### config.mk
export PLATFORM = sky130hd
export DESIGN_NAME = tpcg_top
export DESIGN_NICKNAME = d
export VERILOG_FILES = /design/src/hw/tpcg_pkg.sv /design/src/hw/tpcg_debounce.sv /design/src/hw/tpcg_top.sv
export SDC_FILE = /design/constraint.sdc
export NUM_CORES = 1
export LEC_CHECK = 0
export ABC_CLOCK_PERIOD_IN_PS = 1700
export BUFFER_PORTS_ARGS = -buffer_cell sky130_fd_sc_hd__buf_2
export CAP_MARGIN = 20
export CELL_PAD_IN_SITES_DETAIL_PLACEMENT = 0
export CELL_PAD_IN_SITES_GLOBAL_PLACEMENT = 2
export CORE_MARGIN = 2
export CORE_UTILIZATION = 34
export CTS_CLUSTER_SIZE = 16
export DETAILED_ROUTE_END_ITERATION = 10
export GPL_ROUTABILITY_DRIVEN = 0
export PLACE_DENSITY_LB_ADDON = 0.2
export SLEW_MARGIN = 20
export SYNTH_ARGS = -nofsm -noshare
export SYNTH_HDL_FRONTEND = slang
export SYNTH_SLANG_ARGS = --single-unit
### constraint.sdc
create_clock -name ref_clk_in -period 1.7 [get_ports ref_clk_in]
set_input_delay 0.34 -clock ref_clk_in [delete_from_list [all_inputs] [get_ports ref_clk_in]]
set_output_delay 0.34 -clock ref_clk_in [all_outputs]
set_load 0.01 [all_outputs]
### src/hw/tpcg_pkg.sv
// Shared constants and types for the two-phase clock generator
package tpcg_pkg;
  // Ring and division
  localparam int          RING_W      = 7;
  localparam int          DIV7        = 7;
  localparam int          DIV8        = 8;
  localparam logic [6:0]  RING_RST    = 7'h01;
  localparam logic [2:0]  RING_HI_CLR = 3'h0;
  // Phase decode masks: seven-stage and four-stage ring
  localparam logic [6:0]  P1_MASK7    = 7'h03;
  localparam logic [6:0]  P2_MASK7    = 7'h30;
  localparam logic [6:0]  P1_MASK4    = 7'h01;
  localparam logic [6:0]  P2_MASK4    = 7'h04;
  // Timing
  localparam int          CLK_PERIOD_NS = 10;
  localparam int          STOP_RESP_NS  = 1000;
  localparam int          STOP_RESP_CYC = STOP_RESP_NS / CLK_PERIOD_NS;
  // Single-step handshake states
  typedef enum logic [2:0]
  {
    ST_HALT     = 3'b001,
    ST_RUN_ONE  = 3'b010,
    ST_WAIT_ACK = 3'b100
  } tpcg_step_e;
endpackage : tpcg_pkg

### src/hw/tpcg_debounce.sv
// Step pushbutton debounce latch with one-shot step pulse
`timescale 1ns/1ns
module tpcg_debounce
(
  // Clock and reset
  input  wire logic ref_clk_in,
  input  wire logic arst_n_in,
  input  wire logic ce_in,
  // Switch contacts, high while the contact is made
  input  wire logic no_made_in,
  input  wire logic nc_made_in,
  // Step request
  output logic      step_pulse_out
);
  import tpcg_pkg::*;

  typedef struct packed {
    logic latch;
    logic pulse;
  } tpcg_deb_s;

  tpcg_deb_s st_reg;
  tpcg_deb_s st_next;

  always_comb
  begin
    st_next       = st_reg;
    // Pulse freezes too, so a press landing as the enable drops is not lost
    if (ce_in)
    begin
      // Both or neither contact made means the arm is in flight: hold
      if (no_made_in && !nc_made_in)
      begin
        st_next.latch = 1'b1;
      end
      else if (nc_made_in && !no_made_in)
      begin
        st_next.latch = 1'b0;
      end
      st_next.pulse = st_next.latch && !st_reg.latch;
    end
  end

  always_ff @(posedge ref_clk_in or negedge arst_n_in)
  begin
    if (!arst_n_in)
    begin
      st_reg <= '0;
    end
    else
    begin
      st_reg <= st_next;
    end
  end

  assign step_pulse_out = st_reg.pulse;
endmodule : tpcg_debounce

### src/hw/tpcg_top.sv
// Two-phase clock generator: ring divider, phase decode, reset and single step
// Operation
// - Mode high divides by 7, low by 8
// - Divide-by-7 circulates one through seven stages
// - Divide-by-8 halves, then four-stage ring
// - Divide-by-8: all four intervals quarter period
// - Divide-by-7: pulses and gap 2/7, gap 1/7
// - Phases decoded from ring, mode selects decode
// - MOS and TTL outputs carry identical phases
// - External master frequency replaces the crystal
// - Reset out low one cycle after timing input low, held while ce_in low
// - Reset output is active low, system-wide
// - Stop handshake lets exactly one instruction run
// - Step button debounced: one press, one step
// - Stop output follows acknowledge within 1 us
`timescale 1ns/1ns
module tpcg_top
  import tpcg_pkg::*;
(
  // Master clock (ref_clk_in, crystal or external source) and reset
  input  wire logic ref_clk_in,
  input  wire logic arst_n_in,
  input  wire logic ce_in,
  // Configuration and reset timing
  input  wire logic mode_in,
  input  wire logic reset_timing_in,
  // Single step
  input  wire logic no_made_in,
  input  wire logic nc_made_in,
  input  wire logic stop_ack_in,
  output logic      stop_out,
  // Clock and reset outputs
  output logic      phase_one_out,
  output logic      phase_two_out,
  output logic      phase_one_logic_clock_out,
  output logic      phase_two_logic_clock_out,
  output logic      system_reset_n_out
);
  import tpcg_pkg::*;

  typedef struct packed {
    logic [RING_W-1:0] ring;
    logic              pre;
    logic              p1_mos;
    logic              p2_mos;
    logic              p1_ttl;
    logic              p2_ttl;
    logic              rst_n;
    logic              stop;
    tpcg_step_e        step;
  } tpcg_state_s;

  tpcg_state_s st_reg;
  tpcg_state_s st_next;
  logic        step_pulse;

  tpcg_debounce u_debounce
  (
    .ref_clk_in     (ref_clk_in),
    .arst_n_in      (arst_n_in),
    .ce_in          (ce_in),
    .no_made_in     (no_made_in),
    .nc_made_in     (nc_made_in),
    .step_pulse_out (step_pulse)
  );

  always_comb
  begin
    st_next = st_reg;
    if (ce_in)
    begin
      // The master clock is the only clock; an external source simply drives it
      if (mode_in)
      begin
        st_next.pre  = 1'b0;
        st_next.ring = {st_reg.ring[RING_W-2:0], st_reg.ring[RING_W-1]};
      end
      else
      begin
        st_next.pre = !st_reg.pre;
        if (st_reg.ring[RING_W-1:4] != RING_HI_CLR)
        begin
          // Leaving divide-by-7 from an upper stage: restart rather than lose the one
          st_next.ring = RING_RST;
        end
        else if (st_reg.pre)
        begin
          st_next.ring = {RING_HI_CLR, st_reg.ring[2:0], st_reg.ring[3]};
        end
      end
      // Decode from next ring so registered outputs line up with the ring
      if (mode_in)
      begin
        st_next.p1_mos = |(st_next.ring & P1_MASK7);
        st_next.p2_mos = |(st_next.ring & P2_MASK7);
      end
      else
      begin
        st_next.p1_mos = |(st_next.ring & P1_MASK4);
        st_next.p2_mos = |(st_next.ring & P2_MASK4);
      end
      st_next.p1_ttl = st_next.p1_mos;
      st_next.p2_ttl = st_next.p2_mos;
      st_next.rst_n  = reset_timing_in;
      case (st_reg.step)
        ST_HALT:
        begin
          st_next.stop = 1'b1;
          if (step_pulse && stop_ack_in)
          begin
            st_next.step = ST_RUN_ONE;
            st_next.stop = 1'b0;
          end
        end
        ST_RUN_ONE:
        begin
          if (!stop_ack_in)
          begin
            // Processor left the stop state: re-request stop next edge
            st_next.step = ST_WAIT_ACK;
            st_next.stop = 1'b1;
          end
        end
        ST_WAIT_ACK:
        begin
          // Presses during the instruction are dropped, not queued
          st_next.stop = 1'b1;
          if (stop_ack_in)
          begin
            st_next.step = ST_HALT;
          end
        end
        default:
        begin
          st_next.step = ST_HALT;
          st_next.stop = 1'b1;
        end
      endcase
    end
  end

  always_ff @(posedge ref_clk_in or negedge arst_n_in)
  begin
    if (!arst_n_in)
    begin
      st_reg      <= '0;
      st_reg.ring <= RING_RST;
      st_reg.stop <= 1'b1;
      st_reg.step <= ST_HALT;
    end
    else
    begin
      st_reg <= st_next;
    end
  end

  assign phase_one_out             = st_reg.p1_mos;
  assign phase_two_out             = st_reg.p2_mos;
  assign phase_one_logic_clock_out = st_reg.p1_ttl;
  assign phase_two_logic_clock_out = st_reg.p2_ttl;
  assign system_reset_n_out        = st_reg.rst_n;
  assign stop_out                  = st_reg.stop;
endmodule : tpcg_top

==> impl_metrics.csv <==
group,metric,value,unit
sta,fin_setup_tns,0,ns
route,drt-pass1-iter-count,4,
global_route,gr-usage-all-layers,0.1300,
pwr,switchingPower,0.2772,mW
status,outcome,"finished clean",
yosys,mappedNetlistArea,853.3,um^2
global_route,grt_pass1_vias,553,
sta,finalCritPeriodShare,0.7904,
pwr,leakage,0.4377,nW
die,initial_utilization,0.3508,
setup_path,critPathArrivalTime,1.58,ns
cells_and_area,diodes,0,
die,die_area,2926,um^2
pwr,p_clk_frac,0.241,
clock_network,ctsResizeCount,0,
setup_path,critPathKind,"register to register",
global_route,antenna_found_initial,0,
pwr,switching_share,0.2988,
pwr,vdd.ir_drop.worst,342.9,uV
yosys,ys_top_cells_by_area,"dfrtp_1 41%, dfstp_2 9.2%, mux2_2 5.3%, clkbuf_8 4.8%, inv_1 4.0%",
hold_path,hold_path_class,"primary input to register",
hold_path,worstHoldPathCells,2,
sta,finalCriticalPeriod,1.344,ns
clock_network,clock_latency,0.30,ns
clock_network,clock-sinks,17,
cells_and_area,syn2layout_area_growth,11.14,%
route,drt-initial-drc-count,8,
yosys,syn_area_per_cell,10.53,um^2
sta,max_clock_freq,744.3,MHz
global_route,grt_pass1_wl,2642,um
setup_path,worstSetupStartpoint,"st_reg[15]",
cells_and_area,num-fill-cells,263,
yosys,ys_warn_count,0,
yosys,synth_nets,89,
sta,timing.final.ws_setup,0.3564,ns
yosys,synth_seq_area_share,0.5029,
setup_path,crit_path_start_kind,"register",
setup_path,r2r_slack,0.36,ns
yosys,synth-seq-cells,17,
run,cap_viol_max_count,0,
route,route.vias.total,630,
clock_network,cts_buffer_depth,2,
die,core_area,2432,um^2
place,hpwl,1078,um
cells_and_area,utilization,0.3899,
sta,fin_skew,0.01200,ns
sta,relSlewSlack,0.7434,
yosys,synth_top_area_frac,0.4106,
die,rows,18,
setup_path,critPathCaptureType,"register",
place,pre_cts_ws,0.3876,ns
die,fp.dieH,54.10,um
pwr,p_int,0.6505,mW
yosys,synthDistinctLibCells,25,
setup_path,worstPathRequired,1.94,ns
route,antenna_left,0,
clock_network,cts_tree,"built",
pwr,combPwrFrac,0.198,
sta,drv_slew,0,
route,wirelength,1495,um
die,fp.dieW,54.10,um
global_route,grt_max_degree,18,
sta,hold_viol,0,
clock_network,path_clk_slew,0.11,ns
clock_network,cts_setup_buffers,0,
yosys,syn_inst,81,
global_route,globalRouteOverflowTotal,0,
die,io_pins,14,
cells_and_area,drive_gt1_frac,0.3263,
setup_path,r2r-start,"st_reg[15]",
sta,worstMarginPinSlew,0.3848,ns
pwr,power.density,978.2,nW/um^2
route,wl_per_cell,11.96,um
clock_network,cts-root-buf,"clkbuf_4",
hold_path,hp-start,"nc_made_in",
place,port_buffers,13,
route,vias_per_cell,5.040,
sta,grt_setup_unrepaired,"no",
route,drc,0,
cells_and_area,largest_reg_flops,11,
sta,final-setup-viol-count,0,
setup_path,r2r_end,"st_reg[11]",
yosys,yosysTopAreaCell,"dfrtp_1",
setup_path,cp_max_fo,5,
setup_path,crit_end,"st_reg[11]",
pwr,seq_power_share,0.560,
setup_path,r2r_cells,3,
clock_network,htree_levels,1,
clock_network,numCtsBuffers,3,
cells_and_area,nets,104,
synth_stat cells (all sizes together):
cell / count
dfrtp: 14
inv: 9
o21ai: 7
nand2: 5
a21oi: 4
clkbuf: 4
mux2: 4
nand3: 4
a32o: 3
dfstp: 3
nand2b: 3
nor2: 3
nor3: 3
a21o: 2
buf: 2
nor4: 2
o221ai: 2
o32ai: 2
a31oi: 1
mux2i: 1
o211ai: 1
or4: 1
or4bb: 1
cell usage in the layout (no fill, tap or decap), types with 2 or more instances in the layout:
cell type	n
dfrtp_1	14
buf_2	13
inv_1	9
o21ai_0	6
nand2_1	5
mux2_2	4
nand3_1	4
a21oi_1	4
nor2_1	3
nand2b_1	3
nor3_1	3
a32o_2	3
clkbuf_4	3
dfstp_2	3
nor4_1	2
o32ai_1	2
o221ai_1	2
a21o_1	2
buf_4	2
cells by family after synthesis:
logic type             count (synthesis)  synth area share
flip-flops                            17            0.5029
multiplexers                           5           0.06451
AO/OA/AOI/OAI                         22            0.1833
buffers and inverters                 15            0.1100
AND/OR/NAND/NOR                       22            0.1393
power by group through the flow:
stage | Clock [mW] | Combinational, mW | Sequential [mW]
2_1_floorplan | 0 | 0.141 | 0.520
3_3_place_gp | 0 | 0.188 | 0.526
3_5_place_dp | 0 | 0.187 | 0.527
4_1_cts | 0.237 | 0.189 | 0.520
5_1_grt | 0.254 | 0.210 | 0.532
6_report | 0.224 | 0.184 | 0.520
worst max-delay path: stages (launching register included):
cell	delay [ns]
dfrtp_1	0.44
or4_4	0.55
o21ai_2	0.17
a32o_2	0.14
worst min path at each step:
stage,to
5_1_grt,u_debounce.step_pulse_out
3_3_place_gp,phase_two_logic_clock_out
4_1_cts,u_debounce.step_pulse_out
2_1_floorplan,phase_one_logic_clock_out
3_5_place_dp,phase_one_logic_clock_out
6_report,u_debounce.step_pulse_out
layer usage:
layer | GRT usage | vias to the layer above | part of all wire
met5 | 0 | - | 0
met4 | 0.07500 | 0 | 0.019
met3 | 0.02500 | 3 | 0.037
met2 | 0.1728 | 12 | 0.41
met1 | 0.1930 | 300 | 0.53
li1 | - | 315 | -
what timing repair did:
action                                 4_1_cts  5_1_grt
hold buffers                                 1        0
setup endpoints to repair                    0        0
endpoints found under the hold margin       14        0
area by class of cell:
| cell class | count | area (um^2) | area share |
|---|---|---|---|
| tap | 30 | 37.54 | 0.03958 |
| sequential | 17 | 429.2 | 0.4525 |
| multi-input combinational | 49 | 330.3 | 0.3483 |
| clock inverter | 1 | 5.005 | 0.005277 |
| timing repair buffer | 16 | 90.09 | 0.09499 |
| clock buffer | 3 | 22.52 | 0.02375 |
| inverter | 9 | 33.78 | 0.03562 |
stage by stage:
| step | cell area, um^2 | power, mW | cells | hold WS, ns |
|---|---|---|---|---|
| finish | 948.4 | 0.9277 | 125 | 0.2490 |
| global route | 948.4 | 0.9964 | 125 | 0.2416 |
| CTS | 948.4 | 0.9458 | 125 | 0.2392 |
| detailed placement | 910.9 | 0.7140 | 120 | 0.2938 |
| global placement | 910.9 | 0.7150 | 120 | 0.2966 |
| floorplan | 853.3 | 0.6614 | 81 | 0.04441 |
Power figures use the tool's default switching activity.
